===== config.mk =====
export PLATFORM = sky130hd
export DESIGN_NAME = process_scheduler_operate_decode
export DESIGN_NICKNAME = d
export VERILOG_FILES = /design/src/sched_pkg.sv /design/src/slice_tick_gen.sv /design/src/insn_prefetch.sv /design/src/process_scheduler_operate_decode.sv
export SDC_FILE = /design/constraint.sdc
export NUM_CORES = 2
export LEC_CHECK = 0
export BUFFER_PORTS_ARGS = -buffer_cell sky130_fd_sc_hd__buf_2
export CAP_MARGIN = 20
export CORE_MARGIN = 5
export CORE_UTILIZATION = 30
export DETAILED_ROUTE_END_ITERATION = 8
export GPL_TIMING_DRIVEN = 0
export PLACE_DENSITY = 0.53
export SLEW_MARGIN = 25
export SYNTH_ARGS = -nofsm -noshare
export SYNTH_HDL_FRONTEND = slang
export SYNTH_SLANG_ARGS = --single-unit

===== constraint.sdc =====
create_clock -name core_clk -period 20.3 [get_ports core_clk]
set_input_delay 2.03 -clock core_clk [delete_from_list [all_inputs] [get_ports core_clk]]
set_output_delay 2.03 -clock core_clk [all_outputs]
set_load 0.005 [all_outputs]

===== src/sched_pkg.sv =====
package sched_pkg;
   typedef logic [31:0] word_t;

   // empty list marker; also the reset value of every list pointer
   localparam word_t NIL_PTR = 32'h8000_0000;
   localparam int NIB_W = 4;
   localparam int BYTES_PER_WORD = 4;

   // function codes (upper nibble of each instruction byte)
   localparam logic [3:0] FN_JUMP = 4'h0;
   localparam logic [3:0] FN_PFIX = 4'h2;
   localparam logic [3:0] FN_LDC = 4'h4;
   localparam logic [3:0] FN_NFIX = 4'h6;
   localparam logic [3:0] FN_OPR = 4'hF;

   // operation selectors carried by the operate function
   localparam word_t OP_ENDP = 32'h0000_0003;
   localparam word_t OP_ADD = 32'h0000_0005;
   localparam word_t OP_STARTP = 32'h0000_000D;
   localparam word_t OP_STOPP = 32'h0000_0015;

   // workspace layout, word offsets
   localparam word_t WS_IPTR_BELOW = 32'h0000_0001;
   localparam word_t WS_LINK_BELOW = 32'h0000_0002;
   localparam word_t PAR_IPTR_OFS = 32'h0000_0000;
   localparam word_t PAR_COUNT_OFS = 32'h0000_0001;

   localparam logic PRI_HIGH = 1'b0;
   localparam logic PRI_LOW = 1'b1;

   // timing
   localparam int CLK_PERIOD_NS = 8;
   localparam int SLICE_INPUT_CYCLES = 5120;
   localparam int SLICES_MAX = 2;
   localparam int SWITCH_TIME_NS = 1000;
   localparam int SWITCH_MAX_CYCLES = SWITCH_TIME_NS / CLK_PERIOD_NS;

   typedef enum logic [3:0] {
      S_IDLE, S_EXEC, S_SAVE, S_ENQ, S_PICK, S_LOAD_IP, S_LOAD_LINK,
      S_START_WR, S_ENDP_RD, S_ENDP_WR, S_ENDP_IP
   } sched_state_t;
endpackage : sched_pkg


===== src/slice_tick_gen.sv =====
`timescale 1ns/100ps
module slice_tick_gen #(
   parameter int SLICE_EDGES = 5120
) (
   input wire logic core_clk,
   input wire logic rst,
   input wire logic ext_clk_in,
   output logic tick
);
   import sched_pkg::*;

   logic sync1_q, sync2_q, sync3_q;
   logic [15:0] cnt_q;
   wire rise_w = sync2_q & ~sync3_q;

   if (SLICE_EDGES < 2 || SLICE_EDGES > 65535) begin : g_chk
      $error("slice_tick_gen: SLICE_EDGES out of range");
   end

   // two-stage sync; edge detect only looks past the first stage
   always_ff @(posedge core_clk or posedge rst) begin
      if (rst) begin
         sync1_q <= 1'b0;
         sync2_q <= 1'b0;
         sync3_q <= 1'b0;
      end else begin
         sync1_q <= ext_clk_in;
         sync2_q <= sync1_q;
         sync3_q <= sync2_q;
      end
   end

   // one pulse per slice of input clock rising edges
   always_ff @(posedge core_clk or posedge rst) begin
      if (rst) begin
         cnt_q <= 16'h0000;
         tick <= 1'b0;
      end else begin
         tick <= 1'b0;
         if (rise_w) begin
            if (cnt_q == 16'(SLICE_EDGES - 1)) begin
               cnt_q <= 16'h0000;
               tick <= 1'b1;
            end else begin
               cnt_q <= cnt_q + 16'h0001;
            end
         end
      end
   end
endmodule : slice_tick_gen


===== src/insn_prefetch.sv =====
`timescale 1ns/100ps
module insn_prefetch (
   input wire logic core_clk,
   input wire logic rst,
   input sched_pkg::word_t iptr,
   input wire logic flush,
   input wire logic take,
   output logic byte_valid,
   output logic [7:0] byte_out,
   output logic ifetch_req,
   output sched_pkg::word_t ifetch_addr,
   input wire logic ifetch_ack,
   input sched_pkg::word_t ifetch_rdata
);
   import sched_pkg::*;

   word_t cur_q, nxt_q, cur_addr_q;
   logic cur_v_q, nxt_v_q, discard_q;
   wire got_w = ifetch_ack & ifetch_req & ~discard_q;
   wire shift_w = take & (iptr[1:0] == 2'h3);

   // byte lane of the executing word picked by the low address bits
   assign byte_valid = cur_v_q & (cur_addr_q == {2'b00, iptr[31:2]});
   assign byte_out = cur_q[8 * iptr[1:0] +: 8];

   // one word executing plus one word fetched ahead
   always_ff @(posedge core_clk or posedge rst) begin
      if (rst) begin
         cur_q <= 32'h0000_0000;
         nxt_q <= 32'h0000_0000;
         cur_addr_q <= 32'h0000_0000;
         cur_v_q <= 1'b0;
         nxt_v_q <= 1'b0;
         discard_q <= 1'b0;
         ifetch_req <= 1'b0;
         ifetch_addr <= 32'h0000_0000;
      end else if (flush) begin
         cur_v_q <= 1'b0;
         nxt_v_q <= 1'b0;
         // a fetch in flight must finish; its data is dropped
         discard_q <= ifetch_req & ~ifetch_ack & ~discard_q | discard_q & ~ifetch_ack;
         if (ifetch_ack) ifetch_req <= 1'b0;
      end else begin
         if (ifetch_ack) begin
            ifetch_req <= 1'b0;
            discard_q <= 1'b0;
         end else if (!ifetch_req && !(cur_v_q && nxt_v_q)) begin
            ifetch_req <= 1'b1;
            ifetch_addr <= cur_v_q ? cur_addr_q + 32'h1 : {2'b00, iptr[31:2]};
         end
         if (shift_w) begin
            cur_q <= nxt_v_q ? nxt_q : ifetch_rdata;
            cur_v_q <= nxt_v_q | got_w;
            cur_addr_q <= cur_addr_q + 32'h1;
            nxt_q <= ifetch_rdata;
            nxt_v_q <= nxt_v_q & got_w;
         end else if (got_w && !cur_v_q) begin
            cur_q <= ifetch_rdata;
            cur_v_q <= 1'b1;
            cur_addr_q <= ifetch_addr;
         end else if (got_w) begin
            nxt_q <= ifetch_rdata;
            nxt_v_q <= 1'b1;
         end
      end
   end
endmodule : insn_prefetch


===== src/process_scheduler_operate_decode.sv =====
`timescale 1ns/100ps
module process_scheduler_operate_decode #(
   parameter int SLICE_EDGES = sched_pkg::SLICE_INPUT_CYCLES
) (
   input wire logic core_clk,
   input wire logic rst,
   input wire logic ext_clk_in,
   output logic ifetch_req,
   output sched_pkg::word_t ifetch_addr,
   input wire logic ifetch_ack,
   input sched_pkg::word_t ifetch_rdata,
   output logic dmem_req,
   output logic dmem_we,
   output sched_pkg::word_t dmem_addr,
   output sched_pkg::word_t dmem_wdata,
   input wire logic dmem_ack,
   input sched_pkg::word_t dmem_rdata,
   input wire logic wake_valid,
   input sched_pkg::word_t wake_wptr,
   input wire logic wake_pri,
   output logic wake_ready,
   output logic idle,
   output logic running_pri,
   output sched_pkg::word_t running_wptr,
   output sched_pkg::word_t iptr,
   output sched_pkg::word_t oreg,
   output sched_pkg::word_t stack_a,
   output sched_pkg::word_t stack_b,
   output sched_pkg::word_t stack_c,
   output sched_pkg::word_t high_pri_list_front,
   output sched_pkg::word_t high_pri_list_back,
   output sched_pkg::word_t low_pri_list_front,
   output sched_pkg::word_t low_pri_list_back
);
   import sched_pkg::*;

   if (SLICE_EDGES < 2) begin : g_chk
      $error("process_scheduler_operate_decode: SLICE_EDGES too small");
   end

   function automatic word_t ws_slot(input word_t base, input word_t below);
      ws_slot = base - below;
   endfunction : ws_slot

   sched_state_t state_q, ret_q;
   word_t front_q [2];
   word_t back_q [2];
   word_t wptr_q, iptr_q, oreg_q, a_q, b_q, c_q, tmp_q, enq_w_q, pick_w_q;
   logic pri_q, enq_pri_q, pick_pri_q, requeue_q, flush_q;
   logic [1:0] slices_q;
   logic req_q, we_q, wake_ready_q;
   word_t addr_q, wdata_q;

   logic byte_valid, tick;
   logic [7:0] cur_byte;

   // decode of the current byte
   wire [3:0] fn_w = cur_byte[7:4];
   wire [3:0] nib_w = cur_byte[3:0];
   wire word_t opnd_w = oreg_q | {28'h0, nib_w};
   wire is_pfix_w = fn_w == FN_PFIX;
   wire is_nfix_w = fn_w == FN_NFIX;
   wire is_opr_w = fn_w == FN_OPR;
   wire op_add_w = is_opr_w & (opnd_w == OP_ADD);
   wire op_startp_w = is_opr_w & (opnd_w == OP_STARTP);
   wire op_endp_w = is_opr_w & (opnd_w == OP_ENDP);
   wire op_stopp_w = is_opr_w & (opnd_w == OP_STOPP);
   wire is_jump_w = fn_w == FN_JUMP;
   wire word_t ip_next_w = iptr_q + 32'h1;

   // descheduling at a jump: low process over its slices or high work waiting
   wire slice_due_w = (pri_q == PRI_LOW) &&
      (slices_q >= 2'(SLICES_MAX) || front_q[PRI_HIGH] != NIL_PTR);

   wire wake_take_w = wake_valid & wake_ready_q & (state_q == S_IDLE || state_q == S_EXEC);
   // no byte runs in the flush cycle: the buffer may still show the old stream
   wire exec_w = (state_q == S_EXEC) & byte_valid & ~wake_take_w & ~flush_q;
   wire leave_w = exec_w & (op_startp_w | op_endp_w | op_stopp_w | is_jump_w & slice_due_w);

   // high list first; low only when high is empty
   wire pick_hi_w = front_q[PRI_HIGH] != NIL_PTR;
   wire pick_lo_w = front_q[PRI_LOW] != NIL_PTR;
   wire enq_empty_w = front_q[enq_pri_q] == NIL_PTR;

   // data memory address, write flag and data per state
   wire word_t mem_addr_w =
      (state_q == S_SAVE) ? ws_slot(wptr_q, WS_IPTR_BELOW) :
      (state_q == S_ENQ) ? ws_slot(back_q[enq_pri_q], WS_LINK_BELOW) :
      (state_q == S_LOAD_IP) ? ws_slot(pick_w_q, WS_IPTR_BELOW) :
      (state_q == S_LOAD_LINK) ? ws_slot(pick_w_q, WS_LINK_BELOW) :
      (state_q == S_START_WR) ? ws_slot(a_q, WS_IPTR_BELOW) :
      (state_q == S_ENDP_IP) ? a_q + PAR_IPTR_OFS : a_q + PAR_COUNT_OFS;
   wire mem_we_w = state_q == S_SAVE || state_q == S_ENQ ||
      state_q == S_START_WR || state_q == S_ENDP_WR;
   wire word_t mem_wdata_w = (state_q == S_SAVE) ? iptr_q :
      (state_q == S_ENQ) ? enq_w_q : tmp_q;
   wire mem_done_w = req_q & dmem_ack;

   insn_prefetch u_prefetch (
      .core_clk(core_clk),
      .rst(rst),
      .iptr(iptr_q),
      .flush(flush_q),
      .take(exec_w),
      .byte_valid(byte_valid),
      .byte_out(cur_byte),
      .ifetch_req(ifetch_req),
      .ifetch_addr(ifetch_addr),
      .ifetch_ack(ifetch_ack),
      .ifetch_rdata(ifetch_rdata)
   );

   slice_tick_gen #(.SLICE_EDGES(SLICE_EDGES)) u_tick (
      .core_clk(core_clk),
      .rst(rst),
      .ext_clk_in(ext_clk_in),
      .tick(tick)
   );

   // data memory request: held until acknowledged
   always_ff @(posedge core_clk or posedge rst) begin
      if (rst) begin
         req_q <= 1'b0;
         we_q <= 1'b0;
         addr_q <= 32'h0000_0000;
         wdata_q <= 32'h0000_0000;
      end else if (mem_done_w) begin
         req_q <= 1'b0;
      end else if (!req_q && state_q >= S_SAVE && state_q != S_PICK &&
                   !(state_q == S_ENQ && enq_empty_w)) begin
         req_q <= 1'b1;
         we_q <= mem_we_w;
         addr_q <= mem_addr_w;
         wdata_q <= mem_wdata_w;
      end
   end

   // slice count of the running low process
   always_ff @(posedge core_clk or posedge rst) begin
      if (rst) begin
         slices_q <= 2'h0;
      end else if (state_q == S_LOAD_IP) begin
         slices_q <= 2'h0;
      end else if (tick && slices_q != 2'h3) begin
         slices_q <= slices_q + 2'h1;
      end
   end

   // instruction execution and scheduler sequencing
   always_ff @(posedge core_clk or posedge rst) begin
      if (rst) begin
         state_q <= S_IDLE;
         ret_q <= S_IDLE;
         front_q[0] <= NIL_PTR;
         front_q[1] <= NIL_PTR;
         back_q[0] <= NIL_PTR;
         back_q[1] <= NIL_PTR;
         wptr_q <= NIL_PTR;
         iptr_q <= 32'h0000_0000;
         oreg_q <= 32'h0000_0000;
         a_q <= 32'h0000_0000;
         b_q <= 32'h0000_0000;
         c_q <= 32'h0000_0000;
         tmp_q <= 32'h0000_0000;
         enq_w_q <= NIL_PTR;
         pick_w_q <= NIL_PTR;
         pri_q <= PRI_LOW;
         enq_pri_q <= PRI_HIGH;
         pick_pri_q <= PRI_HIGH;
         requeue_q <= 1'b0;
         flush_q <= 1'b0;
         wake_ready_q <= 1'b0;
      end else begin
         flush_q <= 1'b0;
         case (state_q)
            // nothing runnable: no instruction is executed
            S_IDLE: begin
               // ready must drop before the pick sequence, which refuses wakes
               wake_ready_q <= ~wake_take_w & ~pick_hi_w & ~pick_lo_w;
               if (wake_take_w) begin
                  enq_w_q <= wake_wptr;
                  enq_pri_q <= wake_pri;
                  ret_q <= S_PICK;
                  state_q <= S_ENQ;
               end else if (pick_hi_w || pick_lo_w) begin
                  state_q <= S_PICK;
               end
            end
            S_EXEC: begin
               wake_ready_q <= ~wake_take_w & ~leave_w;
               if (wake_take_w) begin
                  // a woken process queues; it never displaces the runner
                  enq_w_q <= wake_wptr;
                  enq_pri_q <= wake_pri;
                  ret_q <= S_EXEC;
                  state_q <= S_ENQ;
               end else if (exec_w) begin
                  iptr_q <= ip_next_w;
                  oreg_q <= 32'h0000_0000;
                  if (is_pfix_w) begin
                     oreg_q <= opnd_w << NIB_W;
                  end else if (is_nfix_w) begin
                     oreg_q <= (~opnd_w) << NIB_W;
                  end else if (fn_w == FN_LDC) begin
                     a_q <= opnd_w;
                     b_q <= a_q;
                     c_q <= b_q;
                  end else if (op_add_w) begin
                     a_q <= b_q + a_q;
                     b_q <= c_q;
                  end else if (is_jump_w) begin
                     iptr_q <= ip_next_w + opnd_w;
                     flush_q <= 1'b1;
                     if (slice_due_w) begin
                        requeue_q <= 1'b1;
                        state_q <= S_SAVE;
                     end
                  end else if (op_startp_w) begin
                     tmp_q <= ip_next_w + b_q;
                     state_q <= S_START_WR;
                  end else if (op_endp_w) begin
                     state_q <= S_ENDP_RD;
                  end else if (op_stopp_w) begin
                     requeue_q <= 1'b0;
                     state_q <= S_SAVE;
                  end
               end
            end
            // instruction pointer only; the stack is left as is
            S_SAVE: begin
               if (mem_done_w) begin
                  enq_w_q <= wptr_q;
                  enq_pri_q <= pri_q;
                  ret_q <= S_PICK;
                  state_q <= requeue_q ? S_ENQ : S_PICK;
               end
            end
            // append at the back: link the old back, then move back
            S_ENQ: begin
               if (enq_empty_w) begin
                  front_q[enq_pri_q] <= enq_w_q;
                  back_q[enq_pri_q] <= enq_w_q;
                  state_q <= ret_q;
               end else if (mem_done_w) begin
                  back_q[enq_pri_q] <= enq_w_q;
                  state_q <= ret_q;
               end
            end
            S_PICK: begin
               if (pick_hi_w) begin
                  pick_w_q <= front_q[PRI_HIGH];
                  pick_pri_q <= PRI_HIGH;
                  state_q <= S_LOAD_IP;
               end else if (pick_lo_w) begin
                  pick_w_q <= front_q[PRI_LOW];
                  pick_pri_q <= PRI_LOW;
                  state_q <= S_LOAD_IP;
               end else begin
                  wptr_q <= NIL_PTR;
                  state_q <= S_IDLE;
               end
            end
            S_LOAD_IP: begin
               if (mem_done_w) begin
                  iptr_q <= dmem_rdata;
                  if (front_q[pick_pri_q] == back_q[pick_pri_q]) begin
                     front_q[pick_pri_q] <= NIL_PTR;
                     back_q[pick_pri_q] <= NIL_PTR;
                     wptr_q <= pick_w_q;
                     pri_q <= pick_pri_q;
                     oreg_q <= 32'h0000_0000;
                     flush_q <= 1'b1;
                     state_q <= S_EXEC;
                  end else begin
                     state_q <= S_LOAD_LINK;
                  end
               end
            end
            S_LOAD_LINK: begin
               if (mem_done_w) begin
                  front_q[pick_pri_q] <= dmem_rdata;
                  wptr_q <= pick_w_q;
                  pri_q <= pick_pri_q;
                  oreg_q <= 32'h0000_0000;
                  flush_q <= 1'b1;
                  state_q <= S_EXEC;
               end
            end
            // new process: its start address goes below its workspace
            S_START_WR: begin
               if (mem_done_w) begin
                  enq_w_q <= a_q;
                  enq_pri_q <= pri_q;
                  ret_q <= S_EXEC;
                  state_q <= S_ENQ;
               end
            end
            // counter preset by the program before the components start
            S_ENDP_RD: begin
               if (mem_done_w) begin
                  tmp_q <= dmem_rdata - 32'h1;
                  state_q <= S_ENDP_WR;
               end
            end
            S_ENDP_WR: begin
               if (mem_done_w) begin
                  state_q <= (tmp_q == 32'h0000_0000) ? S_ENDP_IP : S_PICK;
               end
            end
            S_ENDP_IP: begin
               if (mem_done_w) begin
                  iptr_q <= dmem_rdata;
                  wptr_q <= a_q;
                  flush_q <= 1'b1;
                  state_q <= S_EXEC;
               end
            end
            default: begin
               state_q <= S_IDLE;
            end
         endcase
      end
   end

   // outputs straight from flip-flops
   assign dmem_req = req_q;
   assign dmem_we = we_q;
   assign dmem_addr = addr_q;
   assign dmem_wdata = wdata_q;
   assign wake_ready = wake_ready_q;
   assign running_pri = pri_q;
   assign running_wptr = wptr_q;
   assign iptr = iptr_q;
   assign oreg = oreg_q;
   assign stack_a = a_q;
   assign stack_b = b_q;
   assign stack_c = c_q;
   assign high_pri_list_front = front_q[PRI_HIGH];
   assign high_pri_list_back = back_q[PRI_HIGH];
   assign low_pri_list_front = front_q[PRI_LOW];
   assign low_pri_list_back = back_q[PRI_LOW];

   // idle flag registered apart from the state so it is a plain flop
   always_ff @(posedge core_clk or posedge rst) begin
      if (rst) begin
         idle <= 1'b1;
      end else begin
         idle <= (state_q == S_IDLE) & ~wake_take_w & ~pick_hi_w & ~pick_lo_w;
      end
   end
endmodule : process_scheduler_operate_decode


Word-level counts from Yosys, hierarchy flattened:

Index checks and enable logic that the tools add are counted.

* flip-flop bits (word level): 651
* input port bits: 103
* output and inout port bits: 422
* logic and storage cells: 419

* $add $sub $neg: 14
* magnitude comparators: 6
* eq/ne operators: 67
* shift operators: 1
* muxes and demuxes: 165
* bitwise gates (word level): 54
* reductions and logical operators: 72

Operators with widths (number)
* 32-bit two-way mux: 69
* 64-bit two-way mux: 8
* 64-bit bitwise mux: 3
* 32-bit case mux with 3 select lines: 2
* 64-bit case mux with 3 select lines: 1
* 32-bit case mux with 2 select lines: 2
* 32-bit case mux with 4 select lines: 1
* 64-bit case mux with 2 select lines: 1
* 32-bit by 1-bit subtractor with 32-bit output (second input constant): 4
* 62-bit AND: 2
* 4-bit two-way mux: 25
* 32-bit by 1-bit adder with 32-bit output (second input constant): 3
* 32-bit adder: 3
* 32-bit demux with 1-bit select: 2
* 32-bit != test (second input constant): 2
* 32-bit by 2-bit subtractor with 32-bit output (second input constant): 2
* 62-bit NOT: 1
* 2-bit != test (second input constant): 22
* 4-bit case mux with 10 select lines: 1
* 1-bit two-way mux: 38
* 32-bit by 2-bit equality test with 1-bit output (second input constant): 1
* 32-bit by 3-bit equality test with 1-bit output (second input constant): 1
* 32-bit by 30-bit equality test with 1-bit output: 1
* 32-bit equality test: 1
* other kinds (52): 183

Depth between registers and ports, before layout:

* depth in word-level cells: 15
* mapped depth: 19
* mapped depth without buffers: 18

Modules after synthesis:

From an unflattened synthesis, not the netlist that was laid out.

* cells, all modules: 4837
* area total of the unflattened synthesis: 41908.9 µm²

Modules (own cells, without submodules)
* process_scheduler_operate_decode: instances 1, cells each 3997, area each 33712.3 µm², sequential area each 12348.1 µm²
* insn_prefetch: instances 1, cells each 758, area each 7298.2 µm², sequential area each 3303.2 µm²
* slice_tick_gen: instances 1, cells each 82, area each 898.4 µm², sequential area each 500.5 µm²

Worst setup path before layout:

No wires, ideal clock.

* kind: input -> register
* start point: input dmem_rdata[11]
* end point: register tmp_q[30]
* setup time: 0.131 ns
* arrival: 4.392 ns
* required time: 20.169 ns
* setup slack: 15.776 ns
* cell stages on the path: 11
* buffers on the path: 1
* cells stage by stage: clkbuf_1 or4_1 or3_1 nor4_2 nand2b_1 nor2b_2 nand2b_1 nor4_1 xnor2_1 o31ai_1 or3_1

* longest elaborated chain between the ends: 3

Ends and longest elaborated chain
* from (decl): line process_scheduler_operate_decode.sv:17 `input sched_pkg::word_t dmem_rdata,`
* 32-bit by 1-bit subtractor with 32-bit output: line process_scheduler_operate_decode.sv:301 `tmp_q <= dmem_rdata - 32'h1;`
* 32-bit two-way mux: line process_scheduler_operate_decode.sv:300 `if (mem_done_w) begin`
* 32-bit case mux with 2 select lines: line process_scheduler_operate_decode.sv:175 `case (state_q)`
* to (signal assigned): line process_scheduler_operate_decode.sv:219 `tmp_q <= ip_next_w + b_q;`
* to (signal assigned): line process_scheduler_operate_decode.sv:301
* to (decl): line process_scheduler_operate_decode.sv:48 `word_t wptr_q, iptr_q, oreg_q, a_q, b_q, c_q, tmp_q, enq_w_q, pick_w_q;`

Every way passes these cells. The select of a mux whose other input is x is not followed.
A chain may end at the register's enable or synchronous reset.

Final worst setup path:

* start point: register enq_pri_q
* end point: register addr_q[31], in the netlist dmem_addr[31]

* longest elaborated chain between the ends: 9
* elaborated cells on any way between the ends: 15
* those cells by class: add/sub (1); eq/ne (1); mux (8); bitwise (1); reduce/logical (4)

Ends and longest elaborated chain
* from (decl): line process_scheduler_operate_decode.sv:49 `logic pri_q, enq_pri_q, pick_pri_q, requeue_q, flush_q;`
* from (signal assigned): line process_scheduler_operate_decode.sv:182 `enq_pri_q <= wake_pri;`
* from (signal assigned): line process_scheduler_operate_decode.sv:194 `enq_pri_q <= wake_pri;`
* from (signal assigned): line process_scheduler_operate_decode.sv:233 `enq_pri_q <= pri_q;`
* 1-bit NOT with 2-bit output (implied by the code) (*): line process_scheduler_operate_decode.sv:83, process_scheduler_operate_decode.sv:88
* parallel branches: the longest is 8 deep, another holds 32-bit by 2-bit subtractor with 32-bit output
* to (signal assigned): line process_scheduler_operate_decode.sv:133 `addr_q <= mem_addr_w;`
* to (decl): line process_scheduler_operate_decode.sv:52 `word_t addr_q, wdata_q;`

Mark *: on every way between the ends. The select of a mux whose other input is x is not followed.

==> run summary <==
CTS Sinks: 645
total core area: 135600 sq um
Die Wd: 379.6 um
fmax: 180.1 MHz
DR WL/cell: 32.09 um
CP required: 20.85 ns
Layout Cells excl Fill: 7169
flops & latches, synth: 645
RSZ-0062 raised after global routing: no
Initial Util: 0.3021
top area cells in the synthesized netlist: dfrtp_1, nand2_1, xnor2_1
final setup fails: 0
WP data arrival: 6.10 ns
Syn Area/Cell: 8.700 sq um
largest net degree at the start of global routing: 94
Hold Path Sink: u_tick.sync2_q
CTS buffer count: 80
clk_lat worst skew: 0.70 ns
Worst Skew: 0.03973 ns
Synth async-reset ratio: 1.000
Post-Place Setup Slack: 14.81 ns
Ys Warns: 0
final RePlAce weighted congestion: 1.014
Syn Inst Count: 4710
NumNets Final: 5536
Slew Limit Fails: 0
first-pass GRT wire length: 318.5 mm
Rows: 135
R2R Setup Slk: 14.75 ns
worst hold stages: 0
Final Cycle Share: 0.2735
grt total ovfl: 0
status: finished, final reports clean
number of max-cap violations: 0
setup_tns: 0 ns
reg2reg start: enq_pri_q
HP Class: reg2reg
clk buf depth: 3
initial antenna violation count: 17
PnR worst setup slack: 14.75 ns
final hold slack: 0.3458 ns
Post-Syn Area: 40980 sq um
hpwl dp: 181.5 mm
Routed Antenna Nets: 0
post-synth top area share: 0.3884
Top FF cell, synth: dfrtp_1
cell area after placement: 46000 sq um
critical path launch point type: flop
TritonCTS clock tree: built
DRT Wirelength: 230.0 mm
root buf cell: clkbuf_16
slew of the pin with the lowest slew margin: 1.099 ns
post-synth cell types: 105
post-route cell area: 48730 sq um
Placed Cells: 7015
Area Growth Syn to Fin: 18.92%
Worst-path clk slew: 0.07 ns
Vias: 42447
critical path class: reg2reg
final hold violations: 0
Power Dens Cells: 171.3 nW/um^2
FF-to-FF End: dmem_addr[31]
number of enable flip-flop cells after synthesis: 0
element type at the critical path end: flop
min Tclk post-route: 5.553 ns
PostCTS Resize Cnt: 0
Max rail drop VDD: 0.00006424 V
H-tree levels: 3
Rel. slew slack: 0.2618
total track usage: 0.3057
layout cell share with drive strength beyond 1: 0.1511
critical hold path startpoint: u_tick.sync1_q
Initial DRC Count: 5218
LEAKAGE: 21.80 nW
vias in the first global route: 40065
DRT Pass-1 Iters: 6
worst-case reg-to-reg path depth: 14
Yosys top cell by area: dfrtp_1
overall die height: 379.6 um
Post-CTS Setup Bufs: 0
total I/O pin count: 525
Seq/Total Area, Yosys: 0.3942
die footprint: 144100 sq um
hold bufs inserted after CTS: 0
fill count: 14296
DRC: 0
vias per cell: 5.921
crit-path max FO: 10
post-layout util: 0.3593
Final Power: 8.348 mW
port bufs: 512
cell families after synthesis:
group	Yosys count	share of synthesized area
AO/OA/AOI/OAI	1386	0.2151
AND/OR/NAND/NOR	1570	0.1782
buffers and inverters	393	0.03792
flip-flops	645	0.3942
multiplexers	183	0.04934
XOR/XNOR	414	0.08867
adder cells (fa/ha/maj)	118	0.03652
other	1	0.00009151
per-layer routing:
layer	global-route usage	vias to the layer above	routed length [um]
li1	-	18257	-
met1	0.4011	21238	93730
met2	0.4576	2448	98080
met3	0.08664	486	24100
met4	0.1594	18	14020
met5	0	-	120
synth_stat cells (12+ instances only):
cell type and instances:
clkbuf_1 275, ha_1 114, nand4_1 46, buf_2 21
inv_1 53, nand3_1 95, or4_1 15, buf_4 12
xnor2_1 223, o31ai_1 47, nand2_1 593, nor4_1 76
a21oi_1 331, o211ai_1 42, o21ai_0 367, mux2i_1 103
o21a_1 16, nor2b_1 23, a211oi_1 40, nand2b_1 39
a221oi_1 13, dfrtp_1 636, nor3b_1 14, and4_1 12
xor2_1 190, mux2_2 64, a21o_1 56, o2bb2ai_1 33
and3_1 42, and2_1 14, a22o_1 63, buf_1 30
o22ai_1 24, or3_1 48, a22oi_1 173, o21ai_1 18
a31oi_1 63, nor3_1 79, nor2_1 420
critical path: stages (launching register included):
cell and delay [ns]:
dfrtp_1 0.37, buf_2 0.31, buf_1 0.58, buf_2 0.42, buf_1 0.62, clkbuf_1 0.53
mux2i_1 0.25, ha_1 0.20, nand2_1 0.17, nor3_1 0.48, nand3_1 0.33, nand3b_1 0.29
xor2_1 0.19, a221oi_1 0.54, o21ai_1 0.10
layout make-up:
class	count	area (sq um)	area share
diodes	7	17.52	0.0003595
plain buffers	339	1351	0.02773
clock buffers	115	2295	0.04709
clock inverters	32	419.2	0.008601
inverters	54	210.2	0.004313
multi-input cells	3675	23290	0.4779
flip-flops and latches	645	16150	0.3314
well taps	1781	2228	0.04573
repair buffers	521	2770	0.05685
report_power, final:
group,internal (mW),switching (mW),leakage [nW]
clock,0.881,0.640,1.33
combinational,1.45,2.64,12.1
sequential,1.73,1.01,8.36
total,4.06,4.29,21.8
placed cells by master, fill, tap and decap left out, types with 14 or more instances in the layout:
cell type,instances
a211oi_1,39
a21o_1,56
a21oi_1,331
a22o_1,63
a22oi_1,173
a31oi_1,63
and2_1,14
and3_1,42
buf_1,30
buf_2,533
buf_4,14
clkbuf_1,295
clkbuf_16,81
clkbuf_8,14
dfrtp_1,636
ha_1,114
inv_1,52
mux2_2,64
mux2i_1,103
nand2_1,593
nand2b_1,39
nand3_1,95
nand4_1,46
nor2_1,420
nor2b_1,23
nor3_1,79
nor3b_1,14
nor4_1,76
o211ai_1,42
o21a_1,16
o21ai_0,367
o21ai_1,18
o22ai_1,24
o2bb2ai_1,33
o31ai_1,47
or3_1,48
or4_1,15
xnor2_1,223
xor2_1,190
how the worst max path moves through the flow:
stage	from	to	slack, ns
CTS	iptr[2]	iptr[31]	14.79
finish	enq_pri_q	dmem_addr[31]	14.75
global route	iptr[2]	iptr[31]	14.43
floorplan	rst	dmem_addr[0]	0.21
global placement	rst	u_tick.cnt_q[5]	-8.82
detailed placement	iptr[2]	iptr[31]	14.81
No activity file was read; power rests on OpenSTA's default activity.
